<file path="config.mk">
export PLATFORM = sky130hd
export DESIGN_NAME = vfdcr_top
export DESIGN_NICKNAME = d
export VERILOG_FILES = /design/src/logic/vfdcr_pkg.sv /design/src/logic/vfdcr_top.sv /design/src/logic/vfdcr_sync.sv
export VERILOG_INCLUDE_DIRS = /design/src /design/src/logic
export SDC_FILE = /design/constraint.sdc
export NUM_CORES = 2
export LEC_CHECK = 0
export BUFFER_PORTS_ARGS = -buffer_cell sky130_fd_sc_hd__buf_2
export CELL_PAD_IN_SITES_DETAIL_PLACEMENT = 0
export CELL_PAD_IN_SITES_GLOBAL_PLACEMENT = 2
export CORE_ASPECT_RATIO = 1.2
export CORE_UTILIZATION = 42
export DETAILED_ROUTE_END_ITERATION = 10
export HOLD_SLACK_MARGIN = 0.12
export MAX_ROUTING_LAYER = met4
export PLACE_DENSITY_LB_ADDON = 0.15
export SLEW_MARGIN = 20
export SYNTH_ARGS = -nofsm -noshare
export SYNTH_HDL_FRONTEND = slang
export SYNTH_SLANG_ARGS = --single-unit
export TNS_END_PERCENT = 30
</file>
<file path="constraint.sdc">
create_clock -name clk_i -period 2.9 [get_ports clk_i]
set_clock_uncertainty 0.1 [all_clocks]
set_input_delay 0 -clock clk_i [delete_from_list [all_inputs] [get_ports clk_i]]
set_output_delay 0 -clock clk_i [all_outputs]
set_load 0.1 [all_outputs]
</file>
<file path="src/logic/vfdcr_params.svh">
`ifndef VFDCR_PARAMS_SVH
`define VFDCR_PARAMS_SVH

// Register addresses (7-bit command address, bits 14:8 of a frame)
`define VFDCR_ADDR_NOP 7'h00
`define VFDCR_ADDR_BLANK_POL 7'h01
`define VFDCR_ADDR_GRIDS 7'h03
`define VFDCR_ADDR_CONFIG 7'h04
`define VFDCR_ADDR_OUT_MAP 7'h06
`define VFDCR_ADDR_TEST 7'h07
`define VFDCR_ADDR_PUMP 7'h08
`define VFDCR_ADDR_FIL_A 7'h0A
`define VFDCR_ADDR_FIL_B 7'h0B
`define VFDCR_ADDR_AUX0 7'h0C
`define VFDCR_ADDR_AUX1 7'h0D
`define VFDCR_ADDR_SHIFT_LIM 7'h0E
`define VFDCR_ADDR_CELL_LO 7'h20
`define VFDCR_ADDR_ANN_LO 7'h50
`define VFDCR_ADDR_CELL_HI 7'h7F

// Frame layout
`define VFDCR_FRAME_W 16
`define VFDCR_FRAME_RD_BIT 15
`define VFDCR_CELLS 96
`define VFDCR_MAP_DEPTH 128

// Configuration register fields
`define VFDCR_CFG_S 0
`define VFDCR_CFG_L 1
`define VFDCR_CFG_B 2
`define VFDCR_CFG_T 4
`define VFDCR_CFG_R 5
`define VFDCR_CFG_M 6
`define VFDCR_CFG_P 7
`define VFDCR_CHAR_DP 7
`define VFDCR_MAP_PTR_SET 7

// Output pin function field (bits 7:6 of a pin config register)
`define VFDCR_FN_LEVEL 2'h0
`define VFDCR_FN_WAVE 2'h1
`define VFDCR_FN_DOUT 2'h2

// Reset values
`define VFDCR_RST_SHIFT_LIM 7'h01
`define VFDCR_RST_AUX1 8'h01
`define VFDCR_RST_MAP_PTR 7'h00

// Timing: one multiplex period is 100 us of a 4 MHz oscillator
`define VFDCR_MUX_PERIOD_US 100
`define VFDCR_OSC_MHZ 4
`define VFDCR_MUX_OSC_COUNT (`VFDCR_MUX_PERIOD_US * `VFDCR_OSC_MHZ)
// Blink half periods, counted in multiplex periods
`define VFDCR_BLINK_FAST 5'h0F
`define VFDCR_BLINK_SLOW 5'h1F

`endif

</file>
<file path="src/logic/vfdcr_pkg.sv">
package vfdcr_pkg;
  `include "vfdcr_params.svh"

  // Power sequencing of the multiplex engine
  typedef enum logic [1:0] {
    VFDCR_PW_RUN,
    VFDCR_PW_DRAIN,
    VFDCR_PW_OFF,
    VFDCR_PW_WAKE
  } vfdcr_pw_t;

  // Whole state of the register block
  typedef struct packed {
    logic sclk_p;
    logic cs_p;
    logic osc_p;
    logic [`VFDCR_FRAME_W-1:0] sh;
    logic [`VFDCR_CELLS-1:0][7:0] cells;
    logic [`VFDCR_MAP_DEPTH-1:0][7:0] omap;
    logic [6:0] map_ptr;
    logic cfg_s;
    logic cfg_l;
    logic cfg_b;
    logic cfg_m;
    logic mode_act;
    logic [5:0] grids;
    logic [6:0] shlim;
    logic blank_pol;
    logic test;
    logic [7:0] pump_cfg;
    logic [7:0] fa_cfg;
    logic [7:0] fb_cfg;
    logic [7:0] a0_cfg;
    logic [7:0] a1_cfg;
    logic [8:0] osc_cnt;
    logic [5:0] grid_idx;
    logic [4:0] blink_cnt;
    logic blink_ph;
    logic sq;
    vfdcr_pw_t pw;
    logic dout;
    logic blank_o;
    logic pump_o;
    logic fa_o;
    logic fb_o;
    logic a0_o;
    logic a1_o;
    logic dual_o;
  } vfdcr_state_t;

  // Synchroniser stages
  typedef struct packed {
    logic [3:0] s1;
    logic [3:0] s2;
  } vfdcr_sync_t;
endpackage : vfdcr_pkg

</file>
<file path="src/logic/vfdcr_top.sv">
`timescale 1ns/1ns
// Notes on behaviour
// - Annunciator byte holds four 2-bit segments
// - Annunciators exist only in single-row mode
// - Single-row: chars 0x20-0x4F, annunciators 0x50-0x7F
// - Dual-row: row one 0x20-0x4F, row two 0x50-0x7F
// - Character byte: top bit point, low seven glyph
// - Config bit zero: 0 shutdown, 1 run
// - Writes work in shutdown; display test overrides
// - Shutdown finishes period, halts oscillator, blanks tube
// - Pump square wave held low during shutdown
// - Filament waveforms held low during shutdown
// - First multiplex cycle after wake stays blanked
// - Lock blocks shift-limit, grids, map data writes
// - Map pointer stays writable while locked
// - Config bit two picks blink period
// - Blink-sync bit resets blink and multiplex timing
// - Global-clear bit wipes characters and annunciators
// - Config bit six selects 48 or 96 digits
// - Config read bit seven returns live blink phase
// - Data input sampled on rising serial clock
// - Serial out routed to chosen pin, always driven
// - Serial pins ignored while select is high
// - Sixteen-bit shifter latched on select rising
// - MSB first, bit fifteen clear means write
module vfdcr_top
  import vfdcr_pkg::*;
(
  input wire logic clk_i,
  input wire logic rstn_i,
  input wire logic ce_i,
  input wire logic sclk_i,
  input wire logic cs_n_i,
  input wire logic din_i,
  input wire logic multiplex_osc_i,
  output logic tube_blank_out_o,
  output logic pump_out_o,
  output logic filament_drive_a_o,
  output logic filament_drive_b_o,
  output logic aux_out_zero_o,
  output logic aux_out_one_o,
  output logic dual_row_o
);
  vfdcr_state_t st_q; // Registered state
  vfdcr_state_t st_d; // Next state
  logic [3:0] pin_s; // Synchronised pins
  logic sclk_s; // Serial clock, synced
  logic cs_s; // Chip select (low active), synced
  logic din_s; // Serial data, synced
  logic osc_s; // Multiplex oscillator, synced
  logic sclk_rise; // Rising serial edge under select
  logic sclk_fall; // Falling serial edge under select
  logic exec; // Frame latched this cycle
  logic is_rd; // Latched frame is a read
  logic [6:0] f_addr; // Latched address
  logic [7:0] f_data; // Latched data
  logic osc_rise; // Multiplex oscillator edge
  logic per_end; // Last oscillator edge of a period
  logic cyc_end; // Last period of a multiplex cycle
  logic sd_req; // Shutdown requested and not overridden
  logic wave_ok; // Waveform outputs may toggle
  logic [7:0] rd_val; // Read-back data
  logic [4:0] blink_lim; // Selected blink half period

  // Pins come from outside this clock, so they pass two flops
  vfdcr_sync u_sync (
    .clk_i(clk_i),
    .rstn_i(rstn_i),
    .ce_i(ce_i),
    .pins_i({multiplex_osc_i, din_i, cs_n_i, sclk_i}),
    .sync_o(pin_s)
  );

  assign sclk_s = pin_s[0];
  assign cs_s = pin_s[1];
  assign din_s = pin_s[2];
  assign osc_s = pin_s[3];

  // Cell index of a display address
  function automatic logic [6:0] cell_idx(input logic [6:0] a);
    cell_idx = a - `VFDCR_ADDR_CELL_LO;
  endfunction : cell_idx

  // True for an address inside the display data window
  function automatic logic in_cells(input logic [6:0] a);
    in_cells = (a >= `VFDCR_ADDR_CELL_LO) && (a <= `VFDCR_ADDR_CELL_HI);
  endfunction : in_cells

  // Pin function select: level, waveform or serial data out
  function automatic logic pin_drive(input logic [7:0] cfg,
                                     input logic wave,
                                     input logic sdo);
    case (cfg[7:6])
      `VFDCR_FN_LEVEL: pin_drive = cfg[0];
      `VFDCR_FN_WAVE: pin_drive = wave;
      `VFDCR_FN_DOUT: pin_drive = sdo;
      default: pin_drive = 1'b0;
    endcase
  endfunction : pin_drive

  // Edge finders read only the second synchroniser stage
  always_comb begin
    sclk_rise = !cs_s && sclk_s && !st_q.sclk_p;
    sclk_fall = !cs_s && !sclk_s && st_q.sclk_p;
    exec = cs_s && !st_q.cs_p;
    is_rd = st_q.sh[`VFDCR_FRAME_RD_BIT];
    f_addr = st_q.sh[14:8];
    f_data = st_q.sh[7:0];
    osc_rise = osc_s && !st_q.osc_p && (st_q.pw != VFDCR_PW_OFF);
    per_end = osc_rise &&
      (st_q.osc_cnt == 9'(`VFDCR_MUX_OSC_COUNT - 1));
    cyc_end = per_end && (st_q.grid_idx >= st_q.grids);
    sd_req = !st_q.cfg_s && !st_q.test;
    wave_ok = (st_q.pw == VFDCR_PW_RUN) || (st_q.pw == VFDCR_PW_WAKE);
    blink_lim = st_q.cfg_b ? `VFDCR_BLINK_FAST
                           : `VFDCR_BLINK_SLOW;
  end

  // Read-back multiplexer
  always_comb begin
    rd_val = 8'h00;
    case (f_addr)
      `VFDCR_ADDR_BLANK_POL: rd_val = {7'h00, st_q.blank_pol};
      `VFDCR_ADDR_GRIDS: rd_val = {2'h0, st_q.grids};
      `VFDCR_ADDR_CONFIG: begin
        // Clear and sync read back as zero, they are one-shot
        rd_val = {st_q.blink_ph, st_q.cfg_m, 3'h0, st_q.cfg_b,
                  st_q.cfg_l, st_q.cfg_s};
      end
      `VFDCR_ADDR_OUT_MAP: rd_val = st_q.omap[st_q.map_ptr];
      `VFDCR_ADDR_TEST: rd_val = {7'h00, st_q.test};
      `VFDCR_ADDR_PUMP: rd_val = st_q.pump_cfg;
      `VFDCR_ADDR_FIL_A: rd_val = st_q.fa_cfg;
      `VFDCR_ADDR_FIL_B: rd_val = st_q.fb_cfg;
      `VFDCR_ADDR_AUX0: rd_val = st_q.a0_cfg;
      `VFDCR_ADDR_AUX1: rd_val = st_q.a1_cfg;
      `VFDCR_ADDR_SHIFT_LIM: rd_val = {1'b0, st_q.shlim};
      default: begin
        if (in_cells(f_addr)) begin
          rd_val = st_q.cells[cell_idx(f_addr)];
        end
      end
    endcase
  end

  // Next-state logic of the whole block
  always_comb begin
    st_d = st_q;
    st_d.sclk_p = sclk_s;
    st_d.cs_p = cs_s;
    st_d.osc_p = osc_s;

    // Serial shifter: runs only under select, keeps last 16 bits
    if (sclk_rise) begin
      st_d.sh = {st_q.sh[14:0], din_s};
    end
    if (sclk_fall) begin
      st_d.dout = st_q.sh[15];
    end

    // Frame execution when select rises
    if (exec && is_rd) begin
      st_d.sh = {st_q.sh[15:8], rd_val};
      st_d.dout = st_q.sh[15];
    end else if (exec) begin
      case (f_addr)
        `VFDCR_ADDR_NOP: begin
          // No-op keeps daisy chains safe
        end
        `VFDCR_ADDR_BLANK_POL: st_d.blank_pol = f_data[0];
        `VFDCR_ADDR_GRIDS: begin
          if (!st_q.cfg_l) begin
            st_d.grids = f_data[5:0];
          end
        end
        `VFDCR_ADDR_SHIFT_LIM: begin
          if (!st_q.cfg_l) begin
            st_d.shlim = f_data[6:0];
          end
        end
        `VFDCR_ADDR_OUT_MAP: begin
          if (f_data[`VFDCR_MAP_PTR_SET]) begin
            st_d.map_ptr = f_data[6:0];
          end else if (!st_q.cfg_l) begin
            st_d.omap[st_q.map_ptr] = f_data;
            st_d.map_ptr = st_q.map_ptr + 7'h01;
          end
        end
        `VFDCR_ADDR_TEST: st_d.test = f_data[0];
        `VFDCR_ADDR_PUMP: st_d.pump_cfg = f_data;
        `VFDCR_ADDR_FIL_A: st_d.fa_cfg = f_data;
        `VFDCR_ADDR_FIL_B: st_d.fb_cfg = f_data;
        `VFDCR_ADDR_AUX0: st_d.a0_cfg = f_data;
        `VFDCR_ADDR_AUX1: st_d.a1_cfg = f_data;
        `VFDCR_ADDR_CONFIG: begin
          st_d.cfg_s = f_data[`VFDCR_CFG_S];
          st_d.cfg_l = f_data[`VFDCR_CFG_L];
          st_d.cfg_b = f_data[`VFDCR_CFG_B];
          st_d.cfg_m = f_data[`VFDCR_CFG_M];
          if (f_data[`VFDCR_CFG_R]) begin
            st_d.cells = '0;
          end
        end
        default: begin
          // Display cells: one byte each, written in any power state.
          // The byte means glyph plus point, or four 2-bit annunciator
          // fields, depending on address and active mode.
          if (in_cells(f_addr)) begin
            st_d.cells[cell_idx(f_addr)] = f_data;
          end
        end
      endcase
    end

    // Multiplex timing, frozen while the oscillator is halted
    if (osc_rise) begin
      st_d.osc_cnt = st_q.osc_cnt + 9'h001;
    end
    if (per_end) begin
      st_d.osc_cnt = 9'h000;
      st_d.sq = !st_q.sq;
      st_d.grid_idx = st_q.grid_idx + 6'h01;
      if (st_q.blink_cnt >= blink_lim) begin
        st_d.blink_cnt = 5'h00;
        st_d.blink_ph = !st_q.blink_ph;
      end else begin
        st_d.blink_cnt = st_q.blink_cnt + 5'h01;
      end
    end
    if (cyc_end) begin
      st_d.grid_idx = 6'h00;
      st_d.mode_act = st_q.cfg_m;
    end

    // Blink sync restarts blink and scan; may flicker once
    if (exec && !is_rd && (f_addr == `VFDCR_ADDR_CONFIG) &&
        f_data[`VFDCR_CFG_T]) begin
      st_d.osc_cnt = 9'h000;
      st_d.grid_idx = 6'h00;
      st_d.blink_cnt = 5'h00;
      st_d.blink_ph = 1'b1;
    end

    // Power sequencing
    case (st_q.pw)
      VFDCR_PW_RUN: begin
        if (sd_req) begin
          st_d.pw = VFDCR_PW_DRAIN;
        end
      end
      VFDCR_PW_DRAIN: begin
        // Current period completes before the oscillator stops
        if (!sd_req) begin
          st_d.pw = VFDCR_PW_WAKE;
        end else if (per_end) begin
          st_d.pw = VFDCR_PW_OFF;
        end
      end
      VFDCR_PW_OFF: begin
        if (!sd_req) begin
          st_d.pw = VFDCR_PW_WAKE;
          st_d.osc_cnt = 9'h000;
          st_d.grid_idx = 6'h00;
        end
      end
      VFDCR_PW_WAKE: begin
        // Tube still holds stale data: blank one whole cycle
        if (sd_req) begin
          st_d.pw = VFDCR_PW_DRAIN;
        end else if (cyc_end) begin
          st_d.pw = VFDCR_PW_RUN;
        end
      end
      default: st_d.pw = VFDCR_PW_OFF;
    endcase

    // Registered pin outputs; waveforms low unless running or waking
    st_d.blank_o = (st_q.pw != VFDCR_PW_RUN) ? !st_q.blank_pol
                                           : st_q.blank_pol;
    st_d.pump_o = pin_drive(st_q.pump_cfg, st_q.sq && wave_ok,
                            st_q.dout);
    st_d.fa_o = pin_drive(st_q.fa_cfg, st_q.sq && wave_ok,
                          st_q.dout);
    st_d.fb_o = pin_drive(st_q.fb_cfg, !st_q.sq && wave_ok,
                          st_q.dout);
    st_d.a0_o = pin_drive(st_q.a0_cfg, st_q.sq && wave_ok,
                          st_q.dout);
    st_d.a1_o = pin_drive(st_q.a1_cfg, st_q.sq && wave_ok, st_q.dout);
    st_d.dual_o = st_q.mode_act;
  end

  // Single state register; clock enable freezes everything
  always_ff @(posedge clk_i or negedge rstn_i) begin
    if (!rstn_i) begin
      st_q <= '0;
      st_q.sclk_p <= 1'b1;
      st_q.cs_p <= 1'b1;
      st_q.shlim <= `VFDCR_RST_SHIFT_LIM;
      st_q.a1_cfg <= `VFDCR_RST_AUX1;
      st_q.a1_o <= 1'b1;
      st_q.map_ptr <= `VFDCR_RST_MAP_PTR;
      st_q.blink_ph <= 1'b1;
      st_q.blank_o <= 1'b1;
      st_q.pw <= VFDCR_PW_OFF;
    end else if (ce_i) begin
      st_q <= st_d;
    end
  end

  assign tube_blank_out_o = st_q.blank_o;
  assign pump_out_o = st_q.pump_o;
  assign filament_drive_a_o = st_q.fa_o;
  assign filament_drive_b_o = st_q.fb_o;
  assign aux_out_zero_o = st_q.a0_o;
  assign aux_out_one_o = st_q.a1_o;
  assign dual_row_o = st_q.dual_o;

  // Checks
  property p_lock_grids;
    @(posedge clk_i) disable iff (!rstn_i)
      (ce_i && exec && !is_rd && st_q.cfg_l &&
       f_addr == `VFDCR_ADDR_GRIDS) |=> $stable(st_q.grids);
  endproperty
  a_lock_grids: assert property (p_lock_grids)
    else $error("grids changed while locked");

  property p_idle_shift;
    @(posedge clk_i) disable iff (!rstn_i)
      (cs_s && !exec) |=> $stable(st_q.sh);
  endproperty
  a_idle_shift: assert property (p_idle_shift)
    else $error("shifter moved while deselected");

  property p_clear;
    @(posedge clk_i) disable iff (!rstn_i)
      (ce_i && exec && !is_rd && f_addr == `VFDCR_ADDR_CONFIG &&
       f_data[`VFDCR_CFG_R]) |=> (st_q.cells == '0);
  endproperty
  a_clear: assert property (p_clear)
    else $error("global clear left data");

  property p_off_low;
    @(posedge clk_i) disable iff (!rstn_i)
      ($past(st_q.pw) == VFDCR_PW_OFF &&
       $past(st_q.pump_cfg[7:6]) == `VFDCR_FN_WAVE) |-> !st_q.pump_o;
  endproperty
  a_off_low: assert property (p_off_low)
    else $error("pump wave active in shutdown");

  property p_blank;
    @(posedge clk_i) disable iff (!rstn_i)
      ($past(st_q.pw) == VFDCR_PW_WAKE) |->
        (st_q.blank_o == !$past(st_q.blank_pol));
  endproperty
  a_blank: assert property (p_blank)
    else $error("tube not blanked after wake");

  property p_halt;
    @(posedge clk_i) disable iff (!rstn_i)
      (st_q.pw == VFDCR_PW_OFF && !exec) |=> $stable(st_q.blink_cnt);
  endproperty
  a_halt: assert property (p_halt)
    else $error("timing ran while halted");

  property p_phase_rd;
    @(posedge clk_i) disable iff (!rstn_i)
      (ce_i && exec && is_rd && f_addr == `VFDCR_ADDR_CONFIG) |=>
        (st_q.sh[`VFDCR_CFG_P] == $past(st_q.blink_ph));
  endproperty
  a_phase_rd: assert property (p_phase_rd)
    else $error("blink phase read wrong");

  property p_sync;
    @(posedge clk_i) disable iff (!rstn_i)
      (ce_i && exec && !is_rd && f_addr == `VFDCR_ADDR_CONFIG &&
       f_data[`VFDCR_CFG_T]) |=>
        (st_q.osc_cnt == 9'h000 && st_q.blink_cnt == 5'h00);
  endproperty
  a_sync: assert property (p_sync)
    else $error("blink sync did not restart timing");

  property p_mode;
    @(posedge clk_i) disable iff (!rstn_i)
      $changed(st_q.mode_act) |-> $past(cyc_end);
  endproperty
  a_mode: assert property (p_mode)
    else $error("mode changed mid cycle");

  c_read: cover property (@(posedge clk_i) disable iff (!rstn_i)
    exec && is_rd);
  c_off: cover property (@(posedge clk_i) disable iff (!rstn_i)
    st_q.pw == VFDCR_PW_DRAIN ##1 st_q.pw == VFDCR_PW_OFF);
  c_wake: cover property (@(posedge clk_i) disable iff (!rstn_i)
    st_q.pw == VFDCR_PW_WAKE ##1 st_q.pw == VFDCR_PW_RUN);
endmodule : vfdcr_top

</file>
<file path="src/logic/vfdcr_sync.sv">
`timescale 1ns/1ns
// Two-stage synchroniser for the asynchronous pins
module vfdcr_sync
  import vfdcr_pkg::*;
(
  input wire logic clk_i,
  input wire logic rstn_i,
  input wire logic ce_i,
  input wire logic [3:0] pins_i,
  output logic [3:0] sync_o
);
  vfdcr_sync_t st_q; // Both stages
  vfdcr_sync_t st_d; // Next value

  // Stage one is read only by stage two
  always_comb begin
    st_d = st_q;
    st_d.s1 = pins_i;
    st_d.s2 = st_q.s1;
  end

  // Idle pins reset high: chip select and clock rest high
  always_ff @(posedge clk_i or negedge rstn_i) begin
    if (!rstn_i) begin
      st_q <= '{s1: 4'hF, s2: 4'hF};
    end else if (ce_i) begin
      st_q <= st_d;
    end
  end

  assign sync_o = st_q.s2;
endmodule : vfdcr_sync

</file>
# Word-level counts from Yosys, hierarchy flattened
# Index checks and enable logic that the tools add are counted.
dict set report totals {
  ff_bits 1918
  latch_bits 0
  ram_bits 0
  romBits 0
  input_bits 7
  out_inout_bits 7
  wordCells 418
  memories 0
}
dict set report op_classes {
  n_addsub 5
  multipliers 0
  div 0
  magnitude_cmp 8
  n_eq_ne 32
  n_shift 0
  mux 43
  bitwise 4
  reduce_logical 66
}
# cell n
set op_table {}
lappend op_table {{2-to-1 mux 768 bit} 2}
lappend op_table {{case mux 768 bit (2 select lines)} 1}
lappend op_table {{bitwise mux 1024 bit} 1}
lappend op_table {{bitwise mux 768 bit} 1}
lappend op_table {{binary-select mux 8 bit (select 7 bit)} 2}
lappend op_table {{demux 8 bit (select 7 bit)} 2}
lappend op_table {{case mux 8 bit (11 select lines)} 1}
lappend op_table {{2-to-1 mux 8 bit} 7}
lappend op_table {{== test 7 x 4 -> 1 bit, second input constant} 6}
lappend op_table {{AND reduction 4 bit} 8}
lappend op_table {{2-to-1 mux 15 bit} 2}
lappend op_table {{2-to-1 mux 22 bit} 1}
lappend op_table {{== test 7 x 3 -> 1 bit, second input constant} 3}
lappend op_table {{2-to-1 mux 21 bit} 1}
lappend op_table {{AND reduction 5 bit} 4}
lappend op_table {{logical AND 1 bit} 19}
lappend op_table {{< comparator 7 x 8 -> 1 bit, second input constant} 2}
lappend op_table {{case mux 1 bit (3 select lines)} 5}
lappend op_table {{== test 2 bit, second input constant} 7}
lappend op_table {{>= comparator 7 x 1 -> 1 bit, second input constant} 2}
lappend op_table {{2-to-1 mux 7 bit} 2}
lappend op_table {{== test 2 x 1 -> 1 bit, second input constant} 6}
lappend op_table {{zero test 2 bit} 6}
lappend op_table {{2-to-1 mux 2 bit} 6}
lappend op_table {{other kinds (29)} 61}

# Logic depth before layout (Yosys ltp)
dict set report logic_depth {
  ltp_word 9
  depth_mapped 14
  mapped_depth_nobuf 10
}

# By module
# Synthesis repeated with hierarchy kept, for this count alone.
dict set report unflattened {
  hier_cells 6502
  hier_area_um2 86575.5
}
# mod instances cells_each area_each_um2 seq_area_each_um2
set by_module_without_submodules {}
lappend by_module_without_submodules {vfdcr_top 1 6485 86234.0 47805.8}
lappend by_module_without_submodules {vfdcr_sync 1 17 341.6 210.2}

# Worst setup path after synthesis
# No wires, ideal clock.
dict set report synth_timing {
  kind {reg2reg}
  start {reg st_q, in the netlist f_addr[5]}
  end {reg st_q[403] (netlist bit)}
  setup_time_ns 0.125
  t_arrival_ns 2.737
  t_required_ns 2.675
  slack_ns -0.061
  path_stages_with_launch 11
  n_path_buf 2
  period_less_slack_ns 2.961
  path_cell_list {dfrtp_1 -> buf_2 -> or3_4 -> nor2_2 -> nand2_2 -> or4_4 -> nor2_8 -> nand3_4 -> buf_8 -> nor2_8 -> mux2_2}
}
dict set report synth_between {
  elab_chain_len 2
}
# item line_no
set synth_lines {}
lappend synth_lines {{start: declaration} vfdcr_top.sv:44} ;# vfdcr_state_t st_q;
lappend synth_lines {{start signal: assignment} vfdcr_top.sv:306} ;# st_q <= st_d;
lappend synth_lines {{== test 7 x 3 -> 1 bit} vfdcr_top.sv:166} ;# case (f_addr)
lappend synth_lines {{AND reduction 6 bit (no source line)} n/a}
# Every way passes these cells.
# A chain may end at the register's enable or synchronous reset.

# Worst setup path after layout
dict set report layout_timing {
  start {reg st_q, in the netlist f_addr[0]}
  end {reg st_q, in the netlist f_data[0]}
}
dict set report layout_between {
  elab_chain_len 6
  elab_cells_between_ends 20
  cone_classes {1 x add/sub; 2 x order compare; 11 x eq/ne; 5 x mux; 1 x reduce/logical}
}
# item line_no
set layout_lines {}
lappend layout_lines {{subtractor 7 x 6 -> 7 bit (no source line)} n/a}
lappend layout_lines {{binary-select mux 8 bit (select 7 bit)} vfdcr_top.sv:140} ;# rd_val = st_q.cells[cell_idx(f_addr)];
lappend layout_lines {{2-to-1 mux 8 bit (not written as such)} vfdcr_top.sv:140}
lappend layout_lines {{2-to-1 mux 8 bit} vfdcr_top.sv:139} ;# if (in_cells(f_addr)) begin
lappend layout_lines {{case mux 8 bit (11 select lines) *} vfdcr_top.sv:122} ;# case (f_addr)
lappend layout_lines {{2-to-1 mux 8 bit *} vfdcr_top.sv:162} ;# if (exec && is_rd) begin
# Mark *: on every way between the ends. The rest lies on a longest branch, timed or not. The select of a mux whose other input is x is not followed.

==> results <==
- The clock tree from TritonCTS is yes.
- Setup repair after global routing could not meet its margin everywhere.
- Buffers inserted during clock tree synthesis total 202.
- The routed design uses 12.1 mm of met3 wire.
- The launching point of the worst reg2reg path is f_addr[0].
- The post-synth design cell area is 0.0873 sq mm.
- Following the worst setup path forward leads to its endpoint at f_data[0].
- The post-route fraction of the period consumed by the critical path is 110%.
- The cell row count is 183.
- Yosys instantiated no cell more often than dfrtp_1.
- The tree is rooted in a clkbuf_16.
- The synthesized netlist devotes 0.272% of its cell area to adder and majority cells.
- The area share of the leading cell type in the synthesized netlist is 54.5%.
- The number of global-route vias before repair is 62400.
- The most frequently used flop master after synthesis is dfrtp_1.
- The max-slew violation total from the final report came to 0.
- The share of flip-flops with an asynchronous set or reset is 100%.
- The relative contribution of sequential cells to total power is 36.5%.
- After detailed routing, the average wire length per cell comes to 29.7 um.
- Among all stages on the critical path, the largest delay is contributed by mux4_2.
- The biggest cell delay along the critical path is 0.56 ns.
- Max-cap violations in this run came to 0.
- After layout, the worst setup slack is -0.276 ns.
- The yosys synthesis warning count is 0.
- The required time at the endpoint of the critical path is 3.53 ns.
- Measured against the total synthesized area, the mux share comes to 24.8%.
- Tracing the worst setup path back leads to its startpoint at f_addr[0].
- The floorplan step set the die width to 418 um.
- Entering global routing, the biggest net connects 143 pins.
- The synthesized-area fraction occupied by and/or/nand/nor cells is 6.49%.
- Cell internal power was estimated by the tool at 51100 uW.
- Before antenna repair, the detailed router went through 6 iterations.
- The worst hold path belongs to the class reg -> reg.
- The type of element capturing the critical path is a flip-flop.
- Summed over all nets, the switching power comes to 25700 uW.
- In this run, synthesis inferred 0 flip-flops with an integrated enable.
- The total number of vias is 59300.
- After clock tree synthesis, the clock-pin slew on the worst setup and hold paths is 0.06 ns.
- The flow ran to the end, but the final reports show violations.
- IR analysis of the VDD net gives a maximum drop of 0.000749 V.
- STA classifies the critical path startpoint as a flip-flop.
- In this run the remaining antenna-violating nets after routing total 0.
- The checks that failed: setup timing.
- The net count of the finished layout is 7082.
- The H-tree depth is 4.
- In this run, synthesis produced a sequential element count of 1918.
- The number of endpoints with negative hold slack in the final report came to 0.
- The clock network accounts for 36.0% of the total power.
- Summing the sequential cell areas from Yosys gives 55.0% of the chip area.
- The headroom to the max-slew limit is 33.9%.
- The synthesized netlist devotes 0.110% of its cell area to XOR and XNOR gates.
- For the pin with the worst max-slew slack, the measured transition is 0.990 ns.
- The HPWL after detailed placement is 198 mm.
- Along the worst path, the maximum fanout reaches 17.
- The sum of negative setup slack is -36.59 ns.
- The DRC violation count after routing is 0.
- The standard cell core area is 0.207 sq mm.
- The synthesized-area fraction occupied by ao, oa, aoi and oai cells is 11.1%.
- The initial antenna violation count is 2.
- Based on the critical path, the design can be clocked at up to 315 MHz.
- The clock sink count is 1918.
- For this run the aggregate overflow at the end of global routing stands at 0.
- Measured in cells, the most critical reg-to-reg path has a length of 10.
- Input and output buffers added on the ports amount to 13.
- The global-route wire length before repair is 441 mm.
- In this run, distinct cell masters in the synthesized netlist total 74.
- After technology mapping, the gate count stands at 6160.
- The register-to-register setup slack is -0.28 ns.
- The biggest area contributor in the post-synthesis netlist is dfrtp_1.
- The overall die height is 502 um.
- The arrival time at the worst endpoint is 3.81 ns.
- In the synthesized netlist, the cells that appear most often are dfrtp_1 (1902), mux2_2 (938), a22o_1 (728), mux4_2 (428), clkbuf_1 (308).
- The routed wire length on met2 is 149 mm.
- Counting along the longest clock path gives a buffer depth of 3.
- The highest metal layer with signal wires is met4.
- The final weighted congestion in routability-driven placement is 0.898.
- The minimum setup slack after placement is -0.771 ns.
- After synthesis, the cell types taking the most area are dfrtp_1 (54%), mux2_2 (12%), mux4_2 (11%).
- The total power density per cell area is 694 mW/mm^2.
- The combinational family with the most area after synthesis is multiplexers.
- The mean instance size in the synthesized netlist is 14.2 sq um.
- Wires add up to 297 mm.
- The critical path in this run is classified as reg -> reg.
- The DRC marker count from the first detailed-route iteration is 4208.
- The worst register-to-register path ends at f_data[0].
- The floorplan step defined a die boundary enclosing 0.210 sq mm.
- The switching share of total power is 33.4%.
- The area added between synthesis and finish is 26.7%.
- Setup violations remaining at the end of the flow were counted as 702.
- For this block, wires on met1 add up to 121 mm.
- The number of nets produced by synthesis is 6186.
- The total leakage power is 0.0516 uW.
- At the later pin of the worst-skew pair, clock insertion delay measures 0.88 ns.
- The signal on the critical path passes through buf_12 > buf_16 > mux4_2 > mux4_2 > nor2_1 > buf_4 > a31oi_1 > a31oi_4 > buf_4 > o22ai_1.
- Global routing used 29.3% of the available tracks.
- Once the floorplan was initialized, standard cells occupied 42.2% of the core.
- The post-route netlist has 45.2% of its cells at a drive strength greater than 1.
- Combinational logic is responsible for 27.5% of the overall power.
- The routed design could run at a clock period as short as 3.18 ns.
- The number of top-level design ports is 14.
- Using the TritonRoute via totals, the vias-per-cell ratio works out to 5.92.
## worst max-delay path, delay by kind of cell, from the launching register on
kind | cells | cell delay, ns
multiplexers | 2 | 1.07
buffers and inverters | 4 | 0.67
AO/OA/AOI/OAI | 3 | 0.56
flip-flops | 1 | 0.49
AND/OR/NAND/NOR | 1 | 0.12
## power by group through the flow
stage / Combinational (uW) / Clock [uW] / Sequential [uW]
floorplan: 8850 / 0 / 28200
global placement: 18600 / 0 / 28500
detailed placement: 18700 / 0 / 28500
CTS: 20200 / 28200 / 28000
global route: 22000 / 29300 / 28000
finish: 21100 / 27600 / 28000
## placed cells by master, fill, tap and decap left out, types with 49 or more instances in the layout
cell type / synthesis / final
a21oi_1: 71 / 54
a22o_1: 728 / 727
a22oi_1: 90 / 60
buf_12: 0 / 208
buf_4: 17 / 745
buf_6: 3 / 122
clkbuf_16: 0 / 210
clkbuf_8: 0 / 49
dfrtp_1: 1902 / 1887
mux2_2: 938 / 729
mux2_4: 0 / 230
mux2i_1: 107 / 103
mux4_2: 428 / 428
nand2_1: 290 / 251
nor2_1: 142 / 126
nor2b_1: 161 / 153
o21ai_0: 217 / 190
## timing repair
| action | 4_1_cts | 5_1_grt |
|---|---|---|
| setup endpoints to repair | 1604 | 1671 |
| cloned | 19 | 4 |
| hold buffers | 17 | 0 |
| pin swaps | 100 | 271 |
| resized for setup | 381 | 372 |
| setup buffers | 80 | 56 |
| endpoints found under the hold margin | 1989 | 0 |
## worst min path at each step
stage / from / to / slack, ns / depth (start not counted)
after global placement: rstn_i / st_q[1577] / -0.10 / 1
after global routing: st_q[1855] / st_q[1855] / 0.40 / 2
after CTS: st_q[1854] / st_q[1854] / 0.38 / 2
final: st_q[1855] / st_q[1855] / 0.38 / 2
after detailed placement: rstn_i / st_q[1577] / -0.11 / 1
after floorplan: rstn_i / aux_out_zero_o / -0.40 / 0
## cell families (layout without fill, tap and decap cells)
| family | Yosys count | count (layout) |
|---|---|---|
| xor+xnor | 11 | 11 |
| flops | 1918 | 1918 |
| fa+ha+maj | 19 | 19 |
| compound gates | 1270 | 1270 |
| other cells | 0 | 1 |
| simple gates | 963 | 965 |
| mux | 1505 | 1505 |
| buf+inv | 474 | 1541 |
## per-stage QoR
| step | cells | total power [uW] | utilization [%] | instance area, sq um | hold slack (ns) |
|---|---|---|---|---|---|
| finish | 10000 | 76800 | 53.5 | 111000 | 0.379 |
| global route | 10000 | 79300 | 53.5 | 111000 | 0.397 |
| CTS | 9961 | 76400 | 52.6 | 109000 | 0.383 |
| detailed placement | 9473 | 47200 | 47.8 | 98900 | -0.107 |
| global placement | 9473 | 47100 | 47.8 | 98800 | -0.104 |
| floorplan | 6160 | 37000 | - | 87400 | -0.396 |
## routing by layer
metal | GRT usage [%] | vias up
met2 | 48.2 | 1570
met4 | 12.4 | 0
li1 | - | 25300
met1 | 36.5 | 31800
met3 | 3.45 | 571
met5 | - | -
## layout make-up
class | instances | area [sq um]
Sequential cell | 1918 | 48100
Inverter | 24 | 90.1
Fill cell | 17300 | 96300
Timing Repair Buffer | 1140 | 12200
Antenna cell | 1 | 2.50
Clock buffer | 297 | 5990
Tap cell | 2775 | 3470
Multi-Input combinational cell | 3770 | 39800
Clock inverter | 80 | 1090
## sequential cells by signal (all words and copies together), names as in the netlist, 4 cells and up
name           count
st_q            1886
f_data             8
f_addr             7
u_sync.st_d        4
u_sync.sync_o      4
No activity file was read; power rests on OpenSTA's default activity.
